$ cat src/rtl/pgc_defs.svh
// Register offsets, field layouts, reset values and timing constants of the group config bank
// Overview of operation
// RULE1 - The group word holds a 5-bit rail id (0 to 31) in bits 12:8 used to address sharing, sequencing and fault spreading.
// RULE2 - The host gives every regulator of one sharing group the same rail id.
// RULE3 - Bits 15:13 hold the position in the sharing group minus one, codes 00 to 11 for positions 1 to 4.
// RULE4 - Bits 3:0 give the phase count with odd codes 1, 3, 5, 7 meaning 2, 4, 6, 8 phases.
// RULE5 - Power-ok is raised only after the output has stayed above its on threshold for the programmed delay in ms, at most 5000 ms.
// RULE6 - The programmed delay is rounded to the nearest whole millisecond before use.
// RULE7 - An 8-bit gain in bits 7:0 sets the shared ramp rise time, smaller gain meaning a longer ramp.
// RULE8 - When sharing current the shared ramp mode is chosen by itself and the high-bandwidth turn-on ramp is off.
// RULE9 - Once power-ok is raised during a shared start-up the normal high-bandwidth loop returns.
// RULE10 - When sharing current no soft-off ramp is done and the turn-off fall time is ignored.
// RULE11 - A 16-bit inductor value in uH, range 0 to 100, feeds the ripple current calculations.
// RULE12 - A 1 in a snapshot mask bit stops that fault from causing a snapshot write, a 0 lets it.
// RULE13 - Mask bits 13 to 8 are group rail, phase, processor, memory CRC, monitor UV and monitor OV faults.
// RULE14 - Mask bits 7 to 0 are out UC, out OC, in UV, in OV, under temp, over temp, out UV and out OV faults.
// RULE15 - Unassigned bits read as zero and ignore writes.
`ifndef PGC_DEFS_SVH
`define PGC_DEFS_SVH

`define PGC_OFS_GROUP_CFG   8'hD3
`define PGC_OFS_PG_DELAY    8'hD4
`define PGC_OFS_RAMP_GAIN   8'hD5
`define PGC_OFS_INDUCTOR    8'hD6
`define PGC_OFS_SNAP_MASK   8'hD7

`define PGC_GROUP_CFG_MASK  16'hFF0F
`define PGC_PG_DELAY_MASK   16'hFFFF
`define PGC_RAMP_GAIN_MASK  16'h00FF
`define PGC_INDUCTOR_MASK   16'hFFFF
`define PGC_SNAP_MASK_MASK  16'h3FFF

`define PGC_RAIL_ID_LSB     8
`define PGC_RAIL_ID_MSB     12
`define PGC_POS_LSB         13
`define PGC_POS_MSB         15
`define PGC_PHASES_LSB      0
`define PGC_PHASES_MSB      3

`define PGC_GROUP_CFG_RST   16'h0000
`define PGC_PG_DELAY_RST    16'h0000
`define PGC_RAMP_GAIN_RST   16'h0000
`define PGC_INDUCTOR_RST    16'h0000
`define PGC_SNAP_MASK_RST   16'h0000

`define PGC_PG_DELAY_MAX_MS 16'h1388
`define PGC_INDUCTOR_MAX_UH 16'h0064
`define PGC_MS_NS           1000000
`define PGC_CLK_NS          5
`define PGC_CYC_PER_MS      (`PGC_MS_NS / `PGC_CLK_NS)

`endif

$ cat src/rtl/pgc_pkg.sv
// Types shared by the group config bank
`default_nettype none
package pgc_pkg;
    // One bit per fault source, bit order as in the snapshot mask
    typedef struct packed {
        logic group_rail;
        logic phase;
        logic processor;
        logic mem_crc;
        logic mon_uv;
        logic mon_ov;
        logic out_uc;
        logic out_oc;
        logic in_uv;
        logic in_ov;
        logic under_temp;
        logic over_temp;
        logic out_uv;
        logic out_ov;
    } pgc_fault_t;

    // Decoded command from the management port
    typedef struct packed {
        logic        valid;
        logic        write;
        logic [7:0]  code;
        logic [15:0] wdata;
    } pgc_cmd_t;

    // Answer to a command
    typedef struct packed {
        logic        valid;
        logic        err;
        logic [15:0] rdata;
    } pgc_rsp_t;

    typedef enum logic [1:0] {
        PGC_OFF,
        PGC_RAMP,
        PGC_RUN
    } pgc_phase_t;

    typedef struct packed {
        logic [17:0] cyc;
        logic [12:0] ms;
        logic        ok;
    } pgc_timer_t;
endpackage
`default_nettype wire

$ cat src/rtl/pgc_pg_timer.sv
// Power-ok delay timer counting whole milliseconds above threshold
`timescale 1ns/1ps
`default_nettype none
`include "pgc_defs.svh"
module pgc_pg_timer #(
    parameter int unsigned CYC_PER_MS = `PGC_CYC_PER_MS
) (
    input  wire logic        clk_i,       // Control clock
    input  wire logic        rst_i,       // Async reset, high
    input  wire logic        above_i,     // Output above on threshold
    input  wire logic [12:0] delay_ms_i,  // Rounded delay in ms
    output logic             ok_o         // Power-ok, registered
);
    import pgc_pkg::*;

    pgc_timer_t s_q;
    pgc_timer_t s_d;

    localparam logic [17:0] CYC_LAST = 18'(CYC_PER_MS - 1);

    // Any dip below threshold restarts the wait from zero
    always_comb begin
        s_d = s_q;
        if (!above_i) begin
            s_d = '0;
        end else if (s_q.ms >= delay_ms_i) begin
            s_d.ok = 1'b1;  // see RULE5
        end else if (s_q.cyc == CYC_LAST) begin
            s_d.cyc = '0;
            s_d.ms  = s_q.ms + 13'h1;
        end else begin
            s_d.cyc = s_q.cyc + 18'h1;
        end
    end

    always_ff @(posedge clk_i or posedge rst_i) begin
        if (rst_i) begin
            s_q <= '0;
        end else begin
            s_q <= s_d;
        end
    end

    assign ok_o = s_q.ok;
endmodule
`default_nettype wire

$ cat src/rtl/pgc_top.sv
// Group bus, power-ok delay, ramp gain, inductor and snapshot mask register bank
`timescale 1ns/1ps
`default_nettype none
`include "pgc_defs.svh"
module pgc_top #(
    parameter int unsigned CYC_PER_MS = `PGC_CYC_PER_MS
) (
    input  wire logic                clk_i,            // Control clock, 200 MHz
    input  wire logic                rst_i,            // Async reset, high
    input  wire pgc_pkg::pgc_cmd_t   cmd_i,            // Decoded management command
    output pgc_pkg::pgc_rsp_t        rsp_o,            // Command answer, one cycle later
    input  wire logic                enable_i,         // Output turn-on request
    input  wire logic                above_pg_on_i,    // Output above power-ok on level
    input  wire pgc_pkg::pgc_fault_t fault_i,          // One-cycle fault events
    output logic                     power_ok_pin_o,   // Power-ok pin level
    output logic [4:0]               rail_id_o,        // Group comm bus rail id
    output logic [2:0]               group_pos_o,      // Position in group minus one
    output logic [3:0]               phase_count_o,    // Phases on the rail
    output logic                     sharing_o,        // Current sharing configured
    output logic                     shared_ramp_o,    // Shared ramp mode active
    output logic                     hb_loop_en_o,     // High-bandwidth loop enabled
    output logic                     soft_off_en_o,    // Soft-off ramps permitted
    output logic [7:0]               ramp_gain_o,      // Shared ramp gain
    output logic [6:0]               inductor_uh_o,    // Rounded inductor in uH
    output logic                     snapshot_req_o,   // Snapshot write request pulse
    output pgc_pkg::pgc_fault_t      snapshot_src_o    // Faults that caused it
);
    import pgc_pkg::*;

    // Whole bank state, derived controls included, so every output leaves a flop
    typedef struct packed {
        logic [15:0] group_cfg;
        logic [15:0] pg_delay;
        logic [15:0] ramp_gain;
        logic [15:0] inductor;
        logic [15:0] snap_mask;
        logic [12:0] delay_ms;
        logic [6:0]  ind_uh;
        pgc_phase_t  phase;
        pgc_rsp_t    rsp;
        logic        snap_req;
        pgc_fault_t  snap_src;
        logic [3:0]  phase_cnt;
        logic        sharing;
        logic        shr_ramp;
        logic        hb_en;
        logic        soft_en;
        logic        pg;
    } pgc_bank_t;

    pgc_bank_t s_q;
    pgc_bank_t s_d;
    logic      pg_ok;

    // Linear word to a rounded, clamped integer; negative values become zero
    function automatic logic [15:0] lin_round(input logic [15:0] v, input logic [15:0] lim);
        logic signed [4:0] ex;
        logic [4:0]        sh;
        logic [31:0]       m;
        logic [31:0]       r;
        ex = v[15:11];
        m  = {21'h0, v[10:0]};
        r  = 32'h0;
        // Mantissa sign set means a negative value, which has no meaning here
        if (v[10]) begin
            r = 32'h0;
        end else if (ex >= 0) begin
            r = m << ex;
        end else begin
            sh = 5'(-ex);
            r  = (m + (32'h1 << (sh - 5'h1))) >> sh;
        end
        if (r > {16'h0, lim}) begin
            r = {16'h0, lim};
        end
        return r[15:0];
    endfunction

    // Read-back mux; unmapped codes give an error
    function automatic logic [16:0] rd_word(input pgc_bank_t s, input logic [7:0] code);
        if (code == `PGC_OFS_GROUP_CFG) begin
            rd_word = {1'b0, s.group_cfg};
        end else if (code == `PGC_OFS_PG_DELAY) begin
            rd_word = {1'b0, s.pg_delay};
        end else if (code == `PGC_OFS_RAMP_GAIN) begin
            rd_word = {1'b0, s.ramp_gain};
        end else if (code == `PGC_OFS_INDUCTOR) begin
            rd_word = {1'b0, s.inductor};
        end else if (code == `PGC_OFS_SNAP_MASK) begin
            rd_word = {1'b0, s.snap_mask};
        end else begin
            rd_word = 17'h10000;
        end
    endfunction

    // Helpers for the write path, the read mux, the snapshot logic and the derived controls
    logic [15:0] dly_rounded;
    logic [15:0] ind_rounded;
    logic        sharing;
    logic [16:0] rd;
    logic [13:0] snap_hits;

    // Rounding is done on the incoming word so the timer never sees a linear value
    always_comb begin
        dly_rounded = lin_round(cmd_i.wdata, `PGC_PG_DELAY_MAX_MS);
        ind_rounded = lin_round(cmd_i.wdata, `PGC_INDUCTOR_MAX_UH);
        sharing     = (s_q.group_cfg[`PGC_PHASES_MSB:`PGC_PHASES_LSB] != 4'h0);
        rd          = rd_word(s_q, cmd_i.code);
        snap_hits   = fault_i & ~s_q.snap_mask[13:0];  // see RULE12 see RULE13 see RULE14
    end

    // Register writes and answers; unassigned bits are masked off
    always_comb begin
        s_d           = s_q;
        s_d.rsp       = '0;
        s_d.snap_req  = 1'b0;
        s_d.snap_src  = '0;
        if (cmd_i.valid) begin
            s_d.rsp.valid = 1'b1;
            s_d.rsp.err   = rd[16];
            s_d.rsp.rdata = cmd_i.write ? 16'h0000 : rd[15:0];
            if (cmd_i.write) begin
                // Position codes above 3 are kept as written; only 0 to 3 name real slots
                if (cmd_i.code == `PGC_OFS_GROUP_CFG) begin
                    s_d.group_cfg = cmd_i.wdata & `PGC_GROUP_CFG_MASK;  // see RULE1 see RULE3 see RULE4 see RULE15
                end else if (cmd_i.code == `PGC_OFS_PG_DELAY) begin
                    s_d.pg_delay = cmd_i.wdata & `PGC_PG_DELAY_MASK;
                    s_d.delay_ms = dly_rounded[12:0];  // see RULE6
                end else if (cmd_i.code == `PGC_OFS_RAMP_GAIN) begin
                    s_d.ramp_gain = cmd_i.wdata & `PGC_RAMP_GAIN_MASK;  // see RULE7 see RULE15
                end else if (cmd_i.code == `PGC_OFS_INDUCTOR) begin
                    s_d.inductor = cmd_i.wdata & `PGC_INDUCTOR_MASK;
                    s_d.ind_uh   = ind_rounded[6:0];  // see RULE11
                end else if (cmd_i.code == `PGC_OFS_SNAP_MASK) begin
                    s_d.snap_mask = cmd_i.wdata & `PGC_SNAP_MASK_MASK;  // see RULE15
                end
            end
        end
        // Snapshot request only for faults whose mask bit is clear
        if (snap_hits != 14'h0) begin
            s_d.snap_req = 1'b1;
            s_d.snap_src = snap_hits;
        end
        // Start-up sequence steers the loop bandwidth
        case (s_q.phase)
            PGC_OFF: begin
                if (enable_i) begin
                    s_d.phase = PGC_RAMP;
                end
            end
            // Leaving the ramp waits for the internal ok, so the pin and the loop switch together
            PGC_RAMP: begin
                if (!enable_i) begin
                    s_d.phase = PGC_OFF;
                end else if (pg_ok) begin
                    s_d.phase = PGC_RUN;  // see RULE9
                end
            end
            PGC_RUN: begin
                if (!enable_i) begin
                    s_d.phase = PGC_OFF;
                end
            end
            default: begin
                s_d.phase = PGC_OFF;
            end
        endcase
        // Derived controls are state too, so each output leaves a flop with no logic behind it
        s_d.phase_cnt = s_d.group_cfg[`PGC_PHASES_MSB:`PGC_PHASES_LSB] + 4'h1;  // see RULE4
        s_d.sharing   = sharing;
        s_d.shr_ramp  = sharing && (s_d.phase == PGC_RAMP);     // see RULE8
        s_d.hb_en     = !(sharing && (s_d.phase == PGC_RAMP));  // see RULE8 see RULE9
        s_d.soft_en   = !sharing;                               // see RULE10
        s_d.pg        = pg_ok;                                  // see RULE5
    end

    // One register for the whole bank state
    always_ff @(posedge clk_i or posedge rst_i) begin
        if (rst_i) begin
            s_q           <= '0;
            s_q.group_cfg <= `PGC_GROUP_CFG_RST;
            s_q.pg_delay  <= `PGC_PG_DELAY_RST;
            s_q.ramp_gain <= `PGC_RAMP_GAIN_RST;
            s_q.inductor  <= `PGC_INDUCTOR_RST;
            s_q.snap_mask <= `PGC_SNAP_MASK_RST;
            s_q.phase     <= PGC_OFF;
            s_q.phase_cnt <= 4'h1;
            // Loop bandwidth and soft-off start enabled, as for a lone regulator
            s_q.hb_en     <= 1'b1;
            s_q.soft_en   <= 1'b1;
        end else begin
            s_q <= s_d;
        end
    end

    // Delay counter works on the rounded copy, not the raw linear word
    pgc_pg_timer #(
        .CYC_PER_MS (CYC_PER_MS)
    ) u_timer (
        .clk_i      (clk_i),
        .rst_i      (rst_i),
        .above_i    (above_pg_on_i && enable_i),
        .delay_ms_i (s_q.delay_ms),
        .ok_o       (pg_ok)
    );

    // Every output is a plain view of a state flop
    assign rsp_o          = s_q.rsp;
    assign power_ok_pin_o = s_q.pg;
    assign rail_id_o      = s_q.group_cfg[`PGC_RAIL_ID_MSB:`PGC_RAIL_ID_LSB];
    assign group_pos_o    = s_q.group_cfg[`PGC_POS_MSB:`PGC_POS_LSB];
    assign phase_count_o  = s_q.phase_cnt;
    assign sharing_o      = s_q.sharing;
    assign shared_ramp_o  = s_q.shr_ramp;
    assign hb_loop_en_o   = s_q.hb_en;
    assign soft_off_en_o  = s_q.soft_en;
    assign ramp_gain_o    = s_q.ramp_gain[7:0];
    assign inductor_uh_o  = s_q.ind_uh;
    assign snapshot_req_o = s_q.snap_req;
    assign snapshot_src_o = s_q.snap_src;
endmodule
`default_nettype wire

$ cat config.mk
export PLATFORM = sky130hd
export DESIGN_NAME = pgc_top
export DESIGN_NICKNAME = d
export VERILOG_FILES = /design/src/rtl/pgc_pkg.sv /design/src/rtl/pgc_pg_timer.sv /design/src/rtl/pgc_top.sv
export VERILOG_INCLUDE_DIRS = /design/src /design/src/rtl
export SDC_FILE = /design/constraint.sdc
export NUM_CORES = 1
export LEC_CHECK = 0
export BUFFER_PORTS_ARGS = -buffer_cell sky130_fd_sc_hd__buf_4
export CELL_PAD_IN_SITES_DETAIL_PLACEMENT = 0
export CELL_PAD_IN_SITES_GLOBAL_PLACEMENT = 2
export CORE_MARGIN = 3
export CORE_UTILIZATION = 38
export CTS_CLUSTER_DIAMETER = 150
export DETAILED_ROUTE_END_ITERATION = 6
export PLACE_DENSITY_LB_ADDON = 0.1
export SLEW_MARGIN = 20
export SYNTH_ARGS = -nofsm -noshare
export SYNTH_HDL_FRONTEND = slang
export SYNTH_HIERARCHICAL = 1
export SYNTH_SLANG_ARGS = --single-unit
$ cat constraint.sdc
create_clock -name clk_i -period 4.25 [get_ports clk_i]
set_input_delay 0.425 -clock clk_i [delete_from_list [all_inputs] [get_ports clk_i]]
set_output_delay 0.425 -clock clk_i [all_outputs]
set_load 0.05 [all_outputs]
=== Word-level counts from Yosys, hierarchy flattened ===
Cells that the tools add are included.

* Register bits: 162
* Word-level logic and storage cells: 117
* Output and inout bits: 65
* Input bits: 44

* Add/sub/neg operators: 6
* Bitwise gates (word level): 6
* Equality and inequality tests: 12
* $lt $le $gt $ge: 4
* Reductions and logical operators: 13
* Multiplexer cells: 37
* Shift-type cells: 3

{| class="wikitable"
|+ Operators with widths
! kind !! number
|-
| 2-to-1 mux 88 bit || 2
|-
| 2-to-1 mux 32 bit || 4
|-
| 2-to-1 mux 17 bit || 5
|-
| 2-to-1 mux 84 bit || 1
|-
| 2-to-1 mux 16 bit || 3
|-
| == test 8 bit, second input constant || 5
|-
| 2-to-1 mux 40 bit || 1
|-
| 2-to-1 mux 13 bit || 3
|-
| 2-to-1 mux 18 bit || 2
|-
| adder 11 x 32 -> 32 bit || 1
|-
| > comparator 32 x 13 -> 1 bit, second input constant || 1
|-
| > comparator 32 x 7 -> 1 bit, second input constant || 1
|-
| << shifter 1 x 5 -> 32 bit, first input constant || 1
|-
| << shifter 11 x 5 -> 32 bit || 1
|-
| right shift 32 x 5 -> 32 bit || 1
|-
| 2-to-1 mux 31 bit || 1
|-
| 2-to-1 mux 14 bit || 2
|-
| 2-to-1 mux 7 bit || 4
|-
| adder 18 x 1 -> 18 bit, second input constant || 1
|-
| == test 18 bit, second input constant || 1
|-
| 2-to-1 mux 15 bit || 1
|-
| bitwise AND 14 bit || 1
|-
| NOT 14 bit || 1
|-
| nonzero test 14 bit || 1
|-
| 25 further kinds || 36
|}

=== Longest topological paths before layout ===
* Depth after elaboration: 16
* Depth in mapped cells: 31
* Mapped depth without buffers: 20

=== Modules after synthesis ===
The synthesis kept the hierarchy.

{| class="wikitable"
|+ By module, submodules not included
! module !! instances !! area an instance (µm²) !! cells an instance !! seq. area each (µm²)
|-
| pgc_top || 1 || 10508.8 || 1238 || 3256.9
|-
| pgc_pg_timer || 1 || 2083.2 || 241 || 800.8
|}

=== Worst setup path after synthesis ===
No wires, ideal clock.

* Kind: input to register
* Start point: input cmd_i[11] (netlist name)
* End point: register s_q[62] (netlist name)
* Stages on the path: 30
* Path buffers: 10
* Required time: 4.130 ns
* Arrival time: 6.738 ns
* Library setup time: 0.120 ns
* Path slack: -2.609 ns
* Path through: buf_6 -> buf_4 -> inv_2 -> buf_2 -> buf_2 -> clkbuf_1 -> ha_1 -> buf_2 -> buf_1 -> and2_1 -> ha_1 -> inv_1 -> o221ai_1 -> or2_4 -> buf_6 -> nor3_1 -> and2_1 -> ha_1 -> clkbuf_1 -> a211oi_1 -> o21bai_1 -> or2_1 -> o211a_1 -> a221oi_1 -> a21bo_1 -> a21boi_0 -> nand2_1 -> or4_4 -> buf_6 -> a41o_1

* Longest elaborated chain between the ends: 9
* Elaborated cells on any way between the ends: 11
* Classes of those cells: add/sub: 3; order compare: 2; shift: 3; mux: 3

{| class="wikitable"
|+ RTL lines
! what !! line !! RTL
|-
| start: declaration || pgc_top.sv:10 || <nowiki>input wire pgc_pkg::pgc_cmd_t cmd_i,</nowiki>
|-
| negation 5 bit || pgc_top.sv:70 || <nowiki>sh = 5'(-ex);</nowiki>
|-
| subtractor 5 x 1 -> 5 bit || pgc_top.sv:71 || <nowiki>r = (m + (32'h1 << (sh - 5'h1))) >> sh;</nowiki>
|-
| << shifter 1 x 5 -> 32 bit || pgc_top.sv:71 ||
|-
| adder 11 x 32 -> 32 bit || pgc_top.sv:71 ||
|-
| right shift 32 x 5 -> 32 bit || pgc_top.sv:71 ||
|-
| 2-to-1 mux 32 bit * || pgc_top.sv:67 || <nowiki>end else if (ex >= 0) begin</nowiki>
|-
| 2-to-1 mux 32 bit * || pgc_top.sv:65 || <nowiki>if (v[10]) begin</nowiki>
|-
| > comparator 32 x 13 -> 1 bit || pgc_top.sv:73 || <nowiki>if (r > {16'h0, lim}) begin</nowiki>
|-
| 2-to-1 mux 13 bit * || pgc_top.sv:73 ||
|-
| end: declaration || pgc_top.sv:51 || <nowiki>pgc_bank_t s_q;</nowiki>
|}

Every way passes the cells marked *; elsewhere a longest branch is shown, timed or not.
A chain may end at the register's enable or synchronous reset.

=== Worst setup path after layout ===
* Start point: input cmd_i[12] (netlist name)
* End point: register s_q (netlist bit inductor_uh_o[3])

* Longest elaborated chain between the ends: 9
* Elaborated cells on any way between the ends: 11
* Classes of those cells: add/sub: 3; order compare: 2; shift: 3; mux: 3

{| class="wikitable"
|+ RTL lines
! what !! line
|-
| negation 5 bit || pgc_top.sv:70
|-
| subtractor 5 x 1 -> 5 bit || pgc_top.sv:71
|-
| << shifter 1 x 5 -> 32 bit || pgc_top.sv:71
|-
| adder 11 x 32 -> 32 bit || pgc_top.sv:71
|-
| right shift 32 x 5 -> 32 bit || pgc_top.sv:71
|-
| 2-to-1 mux 32 bit * || pgc_top.sv:67
|-
| 2-to-1 mux 32 bit * || pgc_top.sv:65
|-
| > comparator 32 x 7 -> 1 bit || pgc_top.sv:73
|-
| 2-to-1 mux 7 bit * || pgc_top.sv:73
|}

Marks and branches as above.

==> flow_metrics.env <==
export IMPL_nNetsFinal=1783
export IMPL_worst_setup_path_start_kind="input port"
export IMPL_postLayoutCoreUtil_pct=50.35
export IMPL_placed_area_sq_um=14860
export IMPL_drive_gt1_share_pct=34.17
export IMPL_drv_slew=0
export IMPL_hp_class="in -> async"
export IMPL_synth_enable_flop_cells=0
export IMPL_fin_area_sq_um=16420
export IMPL_io_pins=109
export IMPL_required_ns=4.57
export IMPL_crit_type="in -> reg"
export IMPL_fin_hold_ws_ns=0.1118
export IMPL_dr_first_iter_drc_count=976
export IMPL_grt_antenna_before_repair=1
export IMPL_synth_async_sr_flop_share_pct=100.0
export IMPL_synth_cell_types=104
export IMPL_drt_pre_antenna_iters=5
export IMPL_die_y_um=188.0
export IMPL_drc=0
export IMPL_cp_cell_sequence="buf_8, inv_8, ha_4, or3b_4, o21a_1, o211a_4, buf_12, nor3_4, and2_4, ha_4, a21o_1, buf_4, a31o_2, nor2_4, xnor2_1, buf_4, o22ai_1, a211oi_2, nor3b_2, buf_4, or3_4, a41o_4, a22o_1"
export IMPL_ant_nets=0
export IMPL_routabilityCongestion=0.9510
export IMPL_cpLargestDelayFamily="compound AO/OA/AOI/OAI gates"
export IMPL_yosysTopAreaCell="dfrtp_1"
export IMPL_yosys_warnings=6
export IMPL_cts_path_max_buffers=2
export IMPL_fin_setup_tns_ns=-6.611
export IMPL_die_w_um=188.0
export IMPL_power_total_mw=4.397
export IMPL_use_met1_pct=35.95
export IMPL_synth_top_cell_area_share_pct=31.60
export IMPL_routed_wl_mm=47.65
export IMPL_yosys_top_cells_area="dfrtp_1, nand2_1, mux2_2"
export IMPL_period_needed_ns=4.636
export IMPL_ys_seq_elements=162
export IMPL_yosysSeqAreaShare_pct=32.22
export IMPL_vias=12572
export IMPL_cts_hold_buffers=0
export IMPL_grt_start_max_net_pins=99
export IMPL_status="complete, but fails checks"
export IMPL_instances_no_fill=2160
export IMPL_finalCritPeriodShare_pct=109.1
export IMPL_critPathCaptureType="register"
export IMPL_reg2reg_depth=8
export IMPL_grt_pass1_vias=12579
export IMPL_max_stage_delay_ns=0.40
export IMPL_syn_nets=1557
export IMPL_busiest_layer="met2"
export IMPL_grt_overflow=0
export IMPL_layout_setup_ws_ns=-0.3860
export IMPL_numCtsBuffers=17
export IMPL_port_buffer_count=108
export IMPL_clock_skew_final_ns=0.005657
export IMPL_grt_util_met3_pct=3.608
export IMPL_cts_tree="built"
export IMPL_dp_cells=2085
export IMPL_cts_sinks=162
export IMPL_clk_pin_slew_worst_paths_ns=0.06
export IMPL_path_max_fanout=7
export IMPL_met2_usage_pct=43.93
export IMPL_dp_hpwl_mm=35.37
export IMPL_setup_violations=20
export IMPL_fmax_ghz=0.2157
export IMPL_slowest_stage="or3b_4"
export IMPL_grt_pass1_wl_mm=74.66
export IMPL_area_delta_synth_final_pct=30.43
export IMPL_ir_worst_vdd_mv=0.2431
export IMPL_maxSlewHeadroom_pct=40.91
export IMPL_floorplan_initialDensity_pct=38.60
export IMPL_fp_coreArea_sq_um=32620
export IMPL_crit_top_cell="buf_4"
export IMPL_rows=66
export IMPL_violations="setup timing"
export IMPL_drt_vias_per_instance=5.820
export IMPL_synth_ff_type="dfrtp_1"
export IMPL_worst_slew_pin_slew_ns=0.8864
export IMPL_crit_buf_inv=6
export IMPL_n_antenna_cell=0
export IMPL_syn_area_sq_um=12590
export IMPL_cp_num_cells=23
export IMPL_clkLatencyLatePin_ns=0.43
export IMPL_rsz0062_at_grt="true"
export IMPL_report_final_hold_viol_count=0
export IMPL_wire_per_inst_um=22.06
export IMPL_dieArea_sq_um=35360
export IMPL_synthesis_instances=1479
export IMPL_syn_area_per_cell_sq_um=8.514
export IMPL_power_leakage_nw=7.211
export IMPL_h_tree_depth=4
export IMPL_cellPowerDensity_nw_per_um2=267.7
export IMPL_crit_arrival_ns=4.95
export IMPL_maxCapViolations=0
export IMPL_clockRootBuffer="clkbuf_16"
export IMPL_grt_total_usage_pct=26.79
export IMPL_place_ws_ns=-1.117
==> cell families after synthesis <==
kind of cell             share of synthesized area, %
XOR/XNOR                                        1.322
AND/OR/NAND/NOR                                 21.83
flip-flops                                      32.22
AO/OA/AOI/OAI                                   24.41
adder cells (fa/ha/maj)                         3.438
buffers and inverters                           8.873
multiplexers                                    7.899
==> final cells by class <==
class / instances / area, sq um
Fill cell: 3192 / 16200
Multi-Input combinational cell: 1113 / 8149
Sequential cell: 162 / 4058
Timing Repair Buffer: 368 / 2870
Tap cell: 442 / 553.0
Clock buffer: 21 / 460.4
Inverter: 43 / 181.4
Clock inverter: 11 / 151.4
==> where the power goes <==
part	internal (mW)	total (mW)	leakage, nW	switching [mW]
clock network	0.961	1.59	0.292	0.625
logic	0.492	1.22	4.74	0.724
registers	1.58	1.60	2.18	0.0194
total	3.03	4.40	7.21	1.37
==> layer usage <==
layer | wire, um | up-vias
li1 | - | 5943
met5 | 0 | -
met1 | 21200 | 6135
met4 | 1621 | 0
met2 | 22320 | 416
met3 | 2504 | 78
==> synthesized netlist by cell type, drive strengths merged, types with 23 or more instances <==
cell type and n:
a211oi 28, a21oi 74, buf 111, clkbuf 51, dfrtp 159, ha 33
inv 40, mux2 45, mux2i 42, nand2 146, nand2b 23, nand3 46
nor2 109, nor2b 26, nor3 40, o21ai 81, o31ai 29
==> final timing paths <==
| check | to | slack [ns] | startpoint |
|---|---|---|---|
| worst max-delay path | inductor_uh_o[3] | -0.39 | cmd_i[12] |
| worst min-delay path | u_timer/s_q[21] | 0.11 | rst_i |
| worst max register to register | u_timer/s_q[11] | 1.69 | u_timer/s_q[1] |
| worst min register to register | power_ok_pin_o | 0.42 | u_timer/ok_o |
| max in group asynchronous | phase_count_o[0] | 3.04 | rst_i |
| min in group clk_i | rsp_o[17] | 0.16 | cmd_i[25] |
==> worst min-delay path: stages <==
cell and delay [ns]:
buf_4 0.13, inv_1 0.05, buf_4 0.36
==> what timing repair did <==
action,in CTS,in global routing
resized for setup,88,35
setup buffers,35,9
cloned,1,0
pin swaps,51,24
setup endpoints to repair,20,20
==> layout by cell type, fill, tap and decap left out, types with 29 or more instances in the layout <==
master   count
mux2_2      45
mux2i_1     41
buf_4      352
o21ai_0     50
inv_1       33
nor2_1     105
dfrtp_1    159
nor3_1      32
nand2_1    143
nand3_1     44
a21oi_1     57
o31ai_1     29
==> sequential cells by signal (all words and copies together), names as in the netlist <==
register,flops
sharing_o,1
s_q,65
snapshot_src_o,14
soft_off_en_o,1
hb_loop_en_o,1
u_timer/ok_o,1
ramp_gain_o,8
power_ok_pin_o,1
shared_ramp_o,1
rsp_o,18
inductor_uh_o,7
rail_id_o,5
phase_count_o,4
snapshot_req_o,1
u_timer/s_q,31
group_pos_o,3
No activity file was read; power rests on OpenSTA's default activity.
